File: config.mk
export PLATFORM = sky130hd
export DESIGN_NAME = sss_cmd_core
export DESIGN_NICKNAME = d
export VERILOG_FILES = /design/src/common/sss_pkg.sv /design/src/core/sss_cmd_core.sv /design/src/core/sss_sync2.sv /design/src/core/sss_crc8.sv
export SDC_FILE = /design/constraint.sdc
export NUM_CORES = 1
export LEC_CHECK = 0
export BUFFER_PORTS_ARGS = -buffer_cell sky130_fd_sc_hd__buf_2
export CAP_MARGIN = 25
export CORE_UTILIZATION = 45
export DETAILED_ROUTE_END_ITERATION = 10
export REMOVE_ABC_BUFFERS = 1
export SLEW_MARGIN = 30
export SYNTH_ARGS = -nofsm -noshare
export SYNTH_HDL_FRONTEND = slang
export SYNTH_HIERARCHICAL = 1
export SYNTH_SLANG_ARGS = --single-unit
File: constraint.sdc
create_clock -name i_clk -period 5.3 [get_ports i_clk]
set_input_delay 0.265 -clock i_clk [delete_from_list [all_inputs] [get_ports i_clk]]
set_output_delay 0.265 -clock i_clk [all_outputs]
set_load 0.1 [all_outputs]
File: src/common/sss_pkg.sv
// Shared constants, types and the checksum step for the sensor command block.
// Assumes a single 100 MHz clock domain and a host that drives the two-wire bus.
package sss_pkg;

	// Bus address of the sensor; the value is arbitrary.
	localparam logic [6:0]  BUS_ADDR        = 7'h45;

	// Command words, most significant byte first on the bus.
	localparam logic [15:0] CMD_HEATER_ON   = 16'h306D;
	localparam logic [15:0] CMD_HEATER_OFF  = 16'h3066;
	localparam logic [15:0] CMD_CLEAR_STAT  = 16'h3041;
	// Status read command; the value is arbitrary.
	localparam logic [15:0] CMD_READ_STAT   = 16'h30A5;

	// Checksum generator properties.
	localparam logic [7:0]  CRC_POLY        = 8'h31;
	localparam logic [7:0]  CRC_INIT        = 8'hFF;
	localparam logic [7:0]  CRC_FINAL_XOR   = 8'h00;

	// Bit counting on the bus: eight data bits, then one acknowledge slot.
	localparam logic [3:0]  BITS_PER_BYTE   = 4'h8;

	// Write byte positions: two command bytes, then data words with a checksum each.
	localparam logic [2:0]  WR_CMD_MSB      = 3'h0;
	localparam logic [2:0]  WR_CMD_LSB      = 3'h1;
	localparam logic [2:0]  WR_DATA_MSB     = 3'h2;
	localparam logic [2:0]  WR_DATA_LSB     = 3'h3;
	localparam logic [2:0]  WR_DATA_CRC     = 3'h4;

	// Read byte positions within one word.
	localparam logic [1:0]  RD_MSB          = 2'h0;
	localparam logic [1:0]  RD_LSB          = 2'h1;
	localparam logic [1:0]  RD_CRC          = 2'h2;

	// Reset values of the status flags.
	localparam logic        RST_ALERT_PEND  = 1'b1;
	localparam logic        RST_SYS_RESET   = 1'b1;

	// Bus engine modes.
	typedef enum logic [2:0] {
		MD_IDLE  = 3'b000,
		MD_ADDR  = 3'b001,
		MD_WRITE = 3'b010,
		MD_READ  = 3'b011,
		MD_HOLD  = 3'b100
	} sss_mode_e;

	// The sixteen-bit status word as seen by the host.
	typedef struct packed {
		logic       alert_pend;
		logic       rsv14;
		logic       heater;
		logic       rsv12;
		logic       rh_alert;
		logic       t_alert;
		logic [4:0] rsv9_5;
		logic       sys_reset;
		logic [1:0] rsv3_2;
		logic       cmd_err;
		logic       wcrc_err;
	} sss_status_s;

	// One byte through the checksum, most significant bit first, no reflection.
	function automatic logic [7:0] sss_crc8_step(input logic [7:0] crc, input logic [7:0] data);
		logic [7:0] c;
		c = crc ^ data;
		for (int i = 0; i < 8; i++) begin
			c = c[7] ? ((c << 1) ^ CRC_POLY) : (c << 1);
		end
		return c;
	endfunction

endpackage

File: src/core/sss_cmd_core.sv
// Sensor-side bus engine, command interpreter and status word.
// Assumes the host is the only bus controller and the pins are open drain.
`timescale 1ns/1ps
`default_nettype none
module sss_cmd_core (
	// Clock and reset.
	input  wire logic        i_clk,
	input  wire logic        i_rst,
	// Bus pins; the data line is open drain and driven low when the enable is low.
	input  wire logic        i_scl,
	input  wire logic        i_sda,
	output logic             o_sda_o,
	output logic             o_sda_oe_n,
	// Events from the rest of the sensor, one-cycle pulses on i_clk.
	input  wire logic        i_soft_rst_evt,
	input  wire logic        i_supply_fail_evt,
	input  wire logic        i_rh_alert_evt,
	input  wire logic        i_t_alert_evt,
	// State shown to the rest of the sensor.
	output logic             o_heater_on,
	output sss_pkg::sss_status_s o_status
);
	import sss_pkg::*;

	// Synchronised pins and their previous samples.
	logic [1:0]  pins_s;     // Synchronised clock and data lines.
	logic        scl_s;      // Synchronised clock line.
	logic        sda_s;      // Synchronised data line.
	logic        scl_p_q;    // Clock line one cycle earlier.
	logic        sda_p_q;    // Data line one cycle earlier.

	// Bus engine state.
	sss_mode_e   mode_q;     // Current transfer mode.
	logic [3:0]  bit_cnt_q;  // Data bits seen in the current byte.
	logic        in_ack_q;   // High during the acknowledge slot.
	logic [7:0]  shift_q;    // Received bits.
	logic [7:0]  tx_q;       // Byte being sent, top bit on the line.
	logic        oe_n_q;     // Data line enable, low pulls the line low.
	logic [2:0]  wr_idx_q;   // Position of the next written byte.
	logic [1:0]  rd_idx_q;   // Position of the next read byte.
	logic [7:0]  cmd_msb_q;  // First command byte.
	logic [15:0] rd_word_q;  // Status snapshot for a read.
	logic        rd_sel_q;   // Last command asked for the status word.

	// Status flags.
	logic        heater_q;      // Heater switched on.
	logic        alert_pend_q;  // At least one alert pending.
	logic        rh_alert_q;    // Humidity tracking alert.
	logic        t_alert_q;     // Temperature tracking alert.
	logic        sys_rst_q;     // A reset was seen since the last clear.
	logic        cmd_err_q;     // Last command not processed.
	logic        wcrc_err_q;    // Last write checksum failed.

	// Decoded bus events.
	logic        scl_rise;      // Clock line went high.
	logic        scl_fall;      // Clock line went low.
	logic        start_det;     // Data fell while the clock was high.
	logic        stop_det;      // Data rose while the clock was high.
	logic        bit_take;      // Sample a data bit.
	logic        ack_enter;     // Clock fell after the eighth bit.
	logic        ack_end;       // Clock fell at the end of the acknowledge slot.
	logic        ack_rise;      // Clock rose inside the acknowledge slot.
	logic        tx_shift;      // Move to the next bit being sent.
	logic        addr_hit;      // Address byte names this sensor.
	logic        rd_ok;         // A read header that we can answer.

	// Decoded command and data events.
	logic        wr_byte;       // A written byte is complete.
	logic [15:0] cmd_word;      // Command just received.
	logic        cmd_exec;      // A command word is complete.
	logic        cmd_heat_on;   // Heater on command.
	logic        cmd_heat_off;  // Heater off command.
	logic        cmd_clear;     // Clear status command.
	logic        cmd_rd_stat;   // Status read command.
	logic        cmd_ok;        // A command that this block carries out.
	logic        crc_chk;       // A written checksum byte is complete.
	logic        crc_bad;       // The written checksum did not match.
	logic        any_reset;     // Soft reset from the rest of the sensor.
	logic [2:0]  wr_idx_d;      // Position after the current written byte.

	// Checksum engine hookup.
	logic        crc_start;     // First byte of a word.
	logic        crc_next;      // Second byte of a word.
	logic [7:0]  crc_byte;      // Byte fed to the checksum.
	logic [7:0]  crc_val;       // Checksum of the current word.
	logic [7:0]  rd_byte;       // Byte chosen for the next read slot.

	// Both pins cross from the outside world before any decoding.
	sss_sync2 u_sync (
		.i_clk  (i_clk),
		.i_rst  (i_rst),
		.i_pins ({i_scl, i_sda}),
		.o_pins (pins_s)
	);

	assign scl_s = pins_s[1];
	assign sda_s = pins_s[0];

	// Keep one earlier sample of each line for edge detection.
	always_ff @(posedge i_clk) begin
		if (i_rst) begin
			scl_p_q <= 1'b1;
			sda_p_q <= 1'b1;
		end else begin
			scl_p_q <= scl_s;
			sda_p_q <= sda_s;
		end
	end

	// Line edges and bus conditions.
	assign scl_rise  = scl_s & ~scl_p_q;
	assign scl_fall  = ~scl_s & scl_p_q;
	assign start_det = scl_s & scl_p_q & sda_p_q & ~sda_s;
	assign stop_det  = scl_s & scl_p_q & ~sda_p_q & sda_s;
	assign bit_take  = scl_rise & ~in_ack_q & (bit_cnt_q != BITS_PER_BYTE);
	assign ack_enter = scl_fall & ~in_ack_q & (bit_cnt_q == BITS_PER_BYTE);
	assign ack_end   = scl_fall & in_ack_q;
	assign ack_rise  = scl_rise & in_ack_q;
	assign tx_shift  = scl_fall & ~in_ack_q & (bit_cnt_q != BITS_PER_BYTE) & (mode_q == MD_READ);
	assign addr_hit  = (shift_q[7:1] == BUS_ADDR);
	// Only the status word can be read here; other read headers are not answered.
	assign rd_ok     = shift_q[0] & rd_sel_q;

	// Command decode happens on the acknowledge of the second command byte.
	assign wr_byte      = ack_enter & (mode_q == MD_WRITE);
	assign cmd_word     = {cmd_msb_q, shift_q};
	assign cmd_exec     = wr_byte & (wr_idx_q == WR_CMD_LSB);
	assign cmd_heat_on  = cmd_exec & (cmd_word == CMD_HEATER_ON);
	assign cmd_heat_off = cmd_exec & (cmd_word == CMD_HEATER_OFF);
	assign cmd_clear    = cmd_exec & (cmd_word == CMD_CLEAR_STAT);
	assign cmd_rd_stat  = cmd_exec & (cmd_word == CMD_READ_STAT);
	assign cmd_ok       = cmd_heat_on | cmd_heat_off | cmd_clear | cmd_rd_stat;
	assign crc_chk      = wr_byte & (wr_idx_q == WR_DATA_CRC);
	assign crc_bad      = (shift_q != crc_val);
	assign any_reset    = i_soft_rst_evt;
	// Data words repeat as triplets of two bytes and their checksum.
	assign wr_idx_d     = (wr_idx_q == WR_DATA_CRC) ? WR_DATA_MSB : wr_idx_q + 3'h1;

	// The checksum restarts on each word's first byte in either direction.
	assign crc_start = (wr_byte & (wr_idx_q == WR_DATA_MSB))
		| (ack_end & (mode_q == MD_READ) & (rd_idx_q == RD_MSB));
	assign crc_next  = (wr_byte & (wr_idx_q == WR_DATA_LSB))
		| (ack_end & (mode_q == MD_READ) & (rd_idx_q == RD_LSB));
	assign crc_byte  = (mode_q == MD_READ) ? rd_byte : shift_q;
	assign rd_byte   = (rd_idx_q == RD_MSB) ? rd_word_q[15:8]
		: (rd_idx_q == RD_LSB) ? rd_word_q[7:0] : crc_val;

	sss_crc8 u_crc (
		.i_clk   (i_clk),
		.i_rst   (i_rst),
		.i_start (crc_start),
		.i_next  (crc_next),
		.i_byte  (crc_byte),
		.o_crc   (crc_val)
	);

	// Mode sequencing; a start always wins, and a stop always returns to idle.
	always_ff @(posedge i_clk) begin
		if (i_rst || stop_det) begin
			mode_q <= MD_IDLE;
		end else if (start_det) begin
			mode_q <= MD_ADDR;
		end else if (ack_enter && mode_q == MD_ADDR) begin
			// Unknown address or unanswerable read: stay silent until the next start or stop.
			mode_q <= !addr_hit ? MD_HOLD : shift_q[0] ? (rd_ok ? MD_READ : MD_HOLD) : MD_WRITE;
		end else if (ack_rise && mode_q == MD_READ && sda_s) begin
			// The host did not acknowledge, so the read is over.
			mode_q <= MD_HOLD;
		end
	end

	// Bit and slot counting.
	always_ff @(posedge i_clk) begin
		if (i_rst || start_det || stop_det) begin
			bit_cnt_q <= 4'h0;
			in_ack_q  <= 1'b0;
		end else if (bit_take) begin
			bit_cnt_q <= bit_cnt_q + 4'h1;
		end else if (ack_enter) begin
			in_ack_q  <= 1'b1;
		end else if (ack_end) begin
			bit_cnt_q <= 4'h0;
			in_ack_q  <= 1'b0;
		end
	end

	// Receive shifter, most significant bit first.
	always_ff @(posedge i_clk) begin
		if (i_rst) begin
			shift_q <= 8'h00;
		end else if (bit_take) begin
			shift_q <= {shift_q[6:0], sda_s};
		end
	end

	// Drive the data line: acknowledges low, read bytes bit by bit, else released.
	always_ff @(posedge i_clk) begin
		if (i_rst || start_det || stop_det) begin
			oe_n_q <= 1'b1;
			tx_q   <= 8'h00;
		end else if (ack_enter) begin
			// Pull low for a matched write or answerable read header, or a written byte, release during read acks.
			oe_n_q <= ~(((mode_q == MD_ADDR) & addr_hit & (~shift_q[0] | rd_ok)) | (mode_q == MD_WRITE));
		end else if (ack_end) begin
			// A new read byte goes out on the fall that ends the slot.
			tx_q   <= rd_byte;
			oe_n_q <= (mode_q == MD_READ) ? rd_byte[7] : 1'b1;
		end else if (tx_shift) begin
			tx_q   <= {tx_q[6:0], 1'b0};
			oe_n_q <= tx_q[6];
		end
	end

	// Byte positions of a write and of a read.
	always_ff @(posedge i_clk) begin
		if (i_rst || start_det) begin
			wr_idx_q <= WR_CMD_MSB;
			rd_idx_q <= RD_MSB;
		end else begin
			if (wr_byte) begin
				wr_idx_q <= wr_idx_d;
			end
			if (ack_end && mode_q == MD_READ) begin
				rd_idx_q <= (rd_idx_q == RD_CRC) ? RD_MSB : rd_idx_q + 2'h1;
			end
		end
	end

	// Command byte holder, read selector and status snapshot.
	always_ff @(posedge i_clk) begin
		if (i_rst) begin
			cmd_msb_q <= 8'h00;
			rd_sel_q  <= 1'b0;
			rd_word_q <= 16'h0000;
		end else begin
			if (wr_byte && wr_idx_q == WR_CMD_MSB) begin
				cmd_msb_q <= shift_q;
			end
			if (cmd_exec) begin
				rd_sel_q <= cmd_rd_stat;
			end
			// Snapshot once, so a flag changing mid-read cannot break the checksum.
			if (ack_enter && mode_q == MD_ADDR) begin
				rd_word_q <= o_status;
			end
		end
	end

	// Heater control; a hard or soft reset turns it off, a supply fail does not.
	always_ff @(posedge i_clk) begin
		if (i_rst || any_reset) begin
			heater_q <= 1'b0;
		end else if (cmd_heat_on) begin
			heater_q <= 1'b1;
		end else if (cmd_heat_off) begin
			heater_q <= 1'b0;
		end
	end

	// Sticky flags: a setting event in the same cycle as a clear is kept.
	always_ff @(posedge i_clk) begin
		if (i_rst) begin
			alert_pend_q <= RST_ALERT_PEND;
			sys_rst_q    <= RST_SYS_RESET;
			rh_alert_q   <= 1'b0;
			t_alert_q    <= 1'b0;
		end else begin
			alert_pend_q <= (i_rh_alert_evt | i_t_alert_evt) | (alert_pend_q & ~cmd_clear);
			rh_alert_q   <= i_rh_alert_evt | (rh_alert_q & ~cmd_clear);
			t_alert_q    <= i_t_alert_evt | (t_alert_q & ~cmd_clear);
			sys_rst_q    <= any_reset | i_supply_fail_evt | (sys_rst_q & ~cmd_clear);
		end
	end

	// Command and write checksum outcome flags.
	always_ff @(posedge i_clk) begin
		if (i_rst) begin
			cmd_err_q  <= 1'b0;
			wcrc_err_q <= 1'b0;
		end else if (cmd_exec) begin
			cmd_err_q  <= ~cmd_ok;
		end else if (crc_chk) begin
			// A bad data checksum also sets the command error flag, though the command already took effect.
			cmd_err_q  <= crc_bad;
			wcrc_err_q <= crc_bad;
		end
	end

	// Outputs come straight from the flags; reserved bits are held at zero.
	assign o_sda_o     = 1'b0;
	assign o_sda_oe_n  = oe_n_q;
	assign o_heater_on = heater_q;
	assign o_status    = '{
		alert_pend : alert_pend_q,
		rsv14      : 1'b0,
		heater     : heater_q,
		rsv12      : 1'b0,
		rh_alert   : rh_alert_q,
		t_alert    : t_alert_q,
		rsv9_5     : 5'h00,
		sys_reset  : sys_rst_q,
		rsv3_2     : 2'h0,
		cmd_err    : cmd_err_q,
		wcrc_err   : wcrc_err_q
	};

endmodule
`default_nettype wire

File: src/core/sss_sync2.sv
// Two-flop synchroniser for the clock and data pins of the bus.
// Assumes the pins change freely against i_clk; only the second stage is read.
`timescale 1ns/1ps
`default_nettype none
module sss_sync2 (
	// Clock and reset.
	input  wire logic       i_clk,
	input  wire logic       i_rst,
	// Raw pins, bit 1 is the clock line and bit 0 the data line.
	input  wire logic [1:0] i_pins,
	// Synchronised pins.
	output logic      [1:0] o_pins
);

	logic [1:0] meta_q;  // First stage, read only by the second stage.
	logic [1:0] sync_q;  // Second stage, safe for logic.

	// Both lines idle high, so reset parks the stages at one to avoid a false start.
	always_ff @(posedge i_clk) begin
		if (i_rst) begin
			meta_q <= 2'h3;
			sync_q <= 2'h3;
		end else begin
			meta_q <= i_pins;
			sync_q <= meta_q;
		end
	end

	assign o_pins = sync_q;

endmodule
`default_nettype wire

File: src/core/sss_crc8.sv
// Running checksum over the bytes of one word, used for both directions.
// Assumes bytes arrive at most one per clock and that the owner starts each word.
`timescale 1ns/1ps
`default_nettype none
module sss_crc8 (
	// Clock and reset.
	input  wire logic       i_clk,
	input  wire logic       i_rst,
	// Byte strobes: start restarts from the initial value, next continues.
	input  wire logic       i_start,
	input  wire logic       i_next,
	input  wire logic [7:0] i_byte,
	// Checksum of the bytes since the last start.
	output logic      [7:0] o_crc
);
	import sss_pkg::*;

	logic [7:0] crc_q;  // Running remainder.
	logic [7:0] seed;   // Remainder that the new byte is folded into.
	logic [7:0] crc_d;  // Remainder after the new byte.

	// A start ignores any earlier word, so only the two latest bytes count.
	assign seed  = i_start ? CRC_INIT : crc_q;
	assign crc_d = sss_crc8_step(seed, i_byte);

	// The register only moves on a byte strobe.
	always_ff @(posedge i_clk) begin
		if (i_rst) begin
			crc_q <= CRC_INIT;
		end else if (i_start || i_next) begin
			crc_q <= crc_d;
		end
	end

	assign o_crc = crc_q ^ CRC_FINAL_XOR;

endmodule
`default_nettype wire

Word-level counts from Yosys, hierarchy flattened
Index checks and enable logic that the tools add are counted.
{"block": "totals", "reg_bits": 66, "elab_cells": 173, "in_bits": 8, "out_inout_bits": 19}
{"block": "classes", "reduce_logical": 25, "n_bitwise": 68, "addsub": 3, "eq_ne": 18, "muxes": 35}
{"operator": "equality test 16 x 14 -> 1 bit (second input constant)", "n": 4}
{"operator": "2-to-1 mux 6 bit", "n": 8}
{"operator": "AND 1 bit", "n": 34}
{"operator": "2-to-1 mux 8 bit", "n": 4}
{"operator": "NOT 3 bit", "n": 8}
{"operator": "2-to-1 mux 3 bit", "n": 6}
{"operator": "2-to-1 mux 7 bit", "n": 2}
{"operator": "OR 1 bit", "n": 13}
{"operator": "equality test 3 x 2 -> 1 bit (second input constant)", "n": 4}
{"operator": "2-to-1 mux 4 bit", "n": 3}
{"operator": "NOT 1 bit", "n": 12}
{"operator": "nonzero test 2 bit", "n": 6}
{"operator": "2-to-1 mux 1 bit", "n": 11}
{"operator": "!= test 8 bit", "n": 1}
{"operator": "AND reduction 2 bit", "n": 4}
{"operator": "bitwise XOR 8 bit", "n": 1}
{"operator": "equality test 7 bit (second input constant)", "n": 1}
{"operator": "equality test 3 x 1 -> 1 bit (second input constant)", "n": 2}
{"operator": "nonzero test 3 bit", "n": 2}
{"operator": "logical AND 1 bit", "n": 5}
{"operator": "logical OR 1 bit", "n": 5}
{"operator": "adder 4 x 1 -> 4 bit (second input constant)", "n": 1}
{"operator": "equality test 4 bit (second input constant)", "n": 1}
{"operator": "!= test 4 bit (second input constant)", "n": 1}
{"operator": "other kinds (10)", "n": 10}

Logic depth before layout (Yosys ltp)
{"block": "depth", "ltp_word": 25, "depth_mapped": 11, "mapped_depth_nobuf": 11}

Cells and area by module
The synthesis kept the hierarchy.
{"module": "sss_cmd_core", "instances": 1, "area_per_inst_um2": 2875.3, "seq_area_each_um2": 1081.0, "cells_each": 356}
{"module": "sss_crc8", "instances": 1, "area_per_inst_um2": 645.6, "seq_area_each_um2": 160.2, "cells_each": 78}
{"module": "sss_sync2", "instances": 1, "area_per_inst_um2": 105.1, "seq_area_each_um2": 80.1, "cells_each": 8}

Worst setup path after synthesis
Ideal clock, no wire load.
{"block": "synth_path", "path_kind": "flip-flop to flip-flop", "startpoint": "register scl_p_q", "endpoint": "register u_crc.crc_q[0], in the netlist u_crc/o_crc[0]", "setup_ps": 73, "path_slack_ps": 2652, "path_stages_with_launch": 10, "arrival_ps": 2575, "synth_period_minus_slack_ps": 2648, "t_required_ps": 5227, "n_path_buf": 1, "path_cell_list": "dfxtp_1 > or3b_4 > nor3_1 > a31o_2 > buf_2 > o21ai_1 > nor4bb_1 > or4_4 > and2_4 > o211ai_2"}
{"block": "synth_via", "elab_chain_cells": 16, "word_cells_on_any_way": 25, "classes_between": "mux (7); bitwise (17); reduce/logical (1)"}
{"element": "from (decl)", "line": "sss_cmd_core.sv:29", "source": "logic scl_p_q;"}
{"element": "from (signal assigned)", "line": "sss_cmd_core.sv:105", "source": "scl_p_q <= scl_s;"}
{"element": "AND 1 bit *", "line": "sss_cmd_core.sv:112", "source": "assign scl_fall = ~scl_s & scl_p_q;"}
{"element": "AND 1 bit (2 in a row)", "line": "sss_cmd_core.sv:116", "source": "assign ack_enter = scl_fall & ~in_ack_q & (bit_cnt_q == BITS_PER_BYTE);"}
{"element": "AND 1 bit", "line": "sss_cmd_core.sv:125", "source": "assign wr_byte = ack_enter & (mode_q == MD_WRITE);"}
{"element": "AND 1 bit", "line": "sss_cmd_core.sv:140", "source": "assign crc_start = (wr_byte & (wr_idx_q == WR_DATA_MSB))"}
{"element": "OR 1 bit *", "line": "sss_cmd_core.sv:141", "source": "| (ack_end & (mode_q == MD_READ) & (rd_idx_q == RD_MSB));"}
{"element": "named net crc_start", "line": "sss_cmd_core.sv:82", "source": "logic crc_start;"}
{"element": "2-to-1 mux 8 bit", "line": "sss_crc8.sv:23", "source": "assign seed = i_start ? CRC_INIT : crc_q;"}
{"element": "bitwise XOR 8 bit", "line": "sss_pkg.sv:66", "source": "c = crc ^ data;"}
{"element": "2-to-1 mux 6 bit (3 in a row)", "line": "sss_pkg.sv:68", "source": "c = c[7] ? ((c << 1) ^ CRC_POLY) : (c << 1);"}
{"element": "NOT 3 bit (no source line)"}
{"element": "2-to-1 mux 6 bit", "line": "sss_pkg.sv:68"}
{"element": "NOT 3 bit (no source line)"}
{"element": "2-to-1 mux 6 bit (2 in a row)", "line": "sss_pkg.sv:68"}
{"element": "to (signal assigned)", "line": "sss_crc8.sv:31", "source": "crc_q <= crc_d;"}
{"element": "to (decl)", "line": "sss_crc8.sv:18", "source": "logic [7:0] crc_q;"}
The timed path passes the listed nets; every way through them passes the cells marked *.
A chain may end at the register's enable or synchronous reset.

Final worst setup path
{"block": "layout_path", "startpoint": "register scl_p_q", "endpoint": "register u_crc.crc_q[5], in the netlist u_crc/o_crc[5]"}
{"block": "layout_via", "elab_chain_cells": 17, "word_cells_on_any_way": 30, "classes_between": "mux (9); bitwise (20); reduce/logical (1)"}
{"element": "AND 1 bit *", "line": "sss_cmd_core.sv:112"}
{"element": "AND 1 bit (2 in a row)", "line": "sss_cmd_core.sv:116"}
{"element": "AND 1 bit", "line": "sss_cmd_core.sv:125"}
{"element": "AND 1 bit", "line": "sss_cmd_core.sv:140"}
{"element": "OR 1 bit *", "line": "sss_cmd_core.sv:141"}
{"element": "named net crc_start", "line": "sss_cmd_core.sv:82"}
{"element": "2-to-1 mux 8 bit", "line": "sss_crc8.sv:23"}
{"element": "bitwise XOR 8 bit", "line": "sss_pkg.sv:66"}
{"element": "2-to-1 mux 6 bit (2 in a row)", "line": "sss_pkg.sv:68"}
{"element": "NOT 3 bit (no source line)"}
{"element": "2-to-1 mux 6 bit", "line": "sss_pkg.sv:68"}
{"element": "NOT 3 bit (no source line)"}
{"element": "2-to-1 mux 6 bit (2 in a row)", "line": "sss_pkg.sv:68"}
{"element": "NOT 3 bit (no source line)"}
{"element": "2-to-1 mux 6 bit", "line": "sss_pkg.sv:68"}
Marks and branches as above.

==> summary.txt <==
Placement
  – IO buf count: 16
  – Setup Slack @ Placement: 2.38 ns
  – Global placement routability congestion: 0.831
  – Dpl hpwl: 5810 um

Cells and area
  – Most frequent cells in the layout: dfxtp_1 (66), nand2_1 (49), nor2_1 (48)
  – Commonest non-fill, non-tap cell in the layout: dfxtp_1
  – Layout cell share with drive strength beyond 1: 10.9%
  – Multi-input gate area: 2050 sq um
  – Fin util: 50.1%
  – Area delta synth->final: 7.28%
  – # diodes: 0
  – Reg area: 1320 sq um
  – Filler instances: 749
  – Nets@finish: 452

Global route
  – Grt met3 use: 5.47%
  – GRT Overall Usage: 21.1%
  – Gr ovfl total: 0
  – Grt met2 use: 34.2%
  – Most Crowded Layer GR: met2
  – Met1 GRT Util: 27.6%
  – Largest net degree at the start of global routing: 46
  – First-pass GRT wire length: 13800 um
  – Vias in the first global route: 2807
  – Initial antenna violation count: 0

Critical path
  – Maximum fanout along the worst path: 14
  – Req. time, crit path: 5.58 ns
  – Setup CP Type: reg2reg
  – WP data arrival: 3.24 ns
  – CP endpoint kind: flop
  – Critical Path Start Type: flop

Clock network
  – Post-CTS Hold Fix Bufs: 0
  – Clk_lat worst skew: 0.34 ns
  – H-tree levels: 3
  – Post-cts sizing count: 0
  – CTS tree: yes
  – Clock tree buffer depth: 2
  – Post-CTS Setup Bufs: 0
  – Clock sinks: 66
  – Clock Tree Root: clkbuf_8
  – Clock slew at reported path FFs: 0.07 ns
  – Total CTS buffers: 9

Floorplanning
  – IO Count: 27
  – Die span in x: 91.8 um
  – DIE AREA: 8420 sq um
  – Initial Utilization: 46.7%
  – Core Footprint: 7770 sq um
  – FP Rows: 32
  – Die height: 91.8 um

Drt
  – Initial drt markers: 99
  – Via Count: 2993
  – Vias per inst: 5.50
  – Routed WL per cell: 15.2 um
  – Iteration count of the initial detailed-routing pass: 5
  – Routed Wire Length: 8260 um
  – Number of remaining DRC errors: 0
  – Antenna-violating nets left: 0

Timing
  – Crit path time final: 2.96 ns
  – Rel. slew slack: 47.7%
  – Final hold viol count: 0
  – Slew @ Worst Pin: 0.784 ns
  – Setup TNS: 0 ns
  – Post-route setup slack: 2.34 ns
  – Fin. max-slew vios: 0
  – Unrepaired setup endpoints after global routing: no
  – Achievable Freq: 337 MHz
  – Endpoints failing setup: 0
  – Period utilization: 55.9%
  – Worst Skew: 0.00910 ns

Power and ir drop
  – P_leak: 0.00154 uW
  – Sw Pwr: 262 uW
  – Int Power: 824 uW
  – Logic pwr share: 6.1%
  – P per Cell Area: 279 nW/um^2
  – Share of power burned in registers: 46.4%
  – Sw frac: 24.1%
  – Peak VDD IR: 0.149 mV
  – Clock Power Share: 47.5%

Yosys
  – Mapped cell area: 3630 sq um
  – Syn Inst Count: 442
  – Number of synthesized register bits: 66
  – Dominant synthesized flop cell: dfxtp_1
  – Distinct cells, synth: 58
  – Post-synth ARST share: 0%
  – Post-synth top area share: 36.4%
  – Sequential element share of the synthesized area: 36.4%
  – Synth top area cells: dfxtp_1 (36%), a21oi_1 (5.5%), nand2_1 (5.1%)
  – Ys Warns: 6
  – Avg Cell Area, Syn: 8.20 sq um
  – Synth area leader: dfxtp_1
  – EDFF count, synth: 0

Run status
  – Status: finished, final reports clean

Job
  – Max Cap Violations: 0

Hold path
  – Worst Hold Class: in2reg
-- area by class of cell --
type	count	share of cell area [%]
multi-input cells	329	52.8
flip-flops and latches	66	34.0
clock buffers	10	3.28
well taps	102	3.28
clock inverters	6	2.96
repair buffers	18	2.44
inverters	13	1.25
-- power groups by stage --
stage	clock (uW)	combinational [uW]	sequential, uW
final	516	66.1	504
after CTS	530	66.3	504
after floorplan	0	44.6	522
after global routing	552	70.0	505
after global placement	0	66.2	515
after detailed placement	0	66.2	515
-- registers in the layout (all words and copies together), names as in the netlist, 2 cells and up --
signal and cells:
cmd_msb_q 8, shift_q 8, u_crc/o_crc 8, rd_word_q 7, tx_q 7, bit_cnt_q 4
mode_q 3, wr_idx_q 3, rd_idx_q 2, u_sync/meta_q 2, u_sync/o_pins 2
-- metal layers --
| metal | vias to the layer above | share of wire (%) |
|---|---|---|
| li1 | 1500 | - |
| met1 | 1418 | 46 |
| met2 | 67 | 48 |
| met3 | 8 | 4.7 |
| met4 | 0 | 1.3 |
| met5 | - | 0 |
-- synthesized netlist by cell type (2+ instances only) --
library cell  instances
nand2b_1              5
buf_2                 2
nand3b_1              4
o31ai_1               2
nor4_1                3
o211ai_2              2
or2_2                 3
ha_1                  7
nand4_1               3
and3_1                3
nand2_1              49
nand4b_1              4
mux2i_1              16
a31oi_1               3
o22ai_1               2
or3_1                 4
a2111o_1              2
buf_4                17
xor2_1                5
xnor3_1               3
clkbuf_1             22
nor4bb_1              2
or3b_2                2
inv_1                13
o311ai_0              3
a211oi_1              2
o211ai_1              8
a21oi_1              40
nor3b_1               8
dfxtp_1              66
nand3_1               6
or2_1                 5
or4_4                 2
o21a_1                4
and3b_1               5
nor3_1                7
o21ai_0              18
xnor2_1              17
nor2_1               48
o21ai_1               7
-- final timing paths --
kind | start | to | slack, ns | cells past startpoint
setup / recovery | scl_p_q | u_crc/o_crc[5] | 2.34 | 8
hold / removal | i_scl | u_sync/meta_q[1] | 0.09 | 2
setup reg to reg | scl_p_q | u_crc/o_crc[5] | 2.34 | 8
hold reg to reg | u_sync/meta_q[0] | u_sync/o_pins[0] | 0.41 | 1
-- critical path: stages (launching register included) --
cell and delay, ns:
dfxtp_1 0.45, or3b_4 0.45, nor3_1 0.45, a31o_2 0.40, nor3_1 0.13, a2bb2oi_1 0.17, or4_4 0.52, and2_4 0.19
o211ai_2 0.14
-- through the flow --
step,cell area (sq um),instances,hold slack (ns),power [uW]
floorplan,3420,408,0.334,566
CTS,3890,544,0.0817,1100
finish,3890,544,0.0938,1090
global route,3890,544,0.0784,1130
detailed placement,3650,528,0.394,582
global placement,3650,528,0.388,581
-- kinds of logic after synthesis --
group / Yosys count / share of synthesized area (%)
AOI/OAI and AO/OA: 99 / 16.6
xor gates and xnor gates: 25 / 7.18
muxes: 16 / 4.42
and+or+nand+nor: 172 / 25.0
adders and majority gates: 7 / 2.42
buffers and inverters: 56 / 7.83
DFF: 66 / 36.4
other: 1 / 0.103
(Power assumes the default switching activity.)
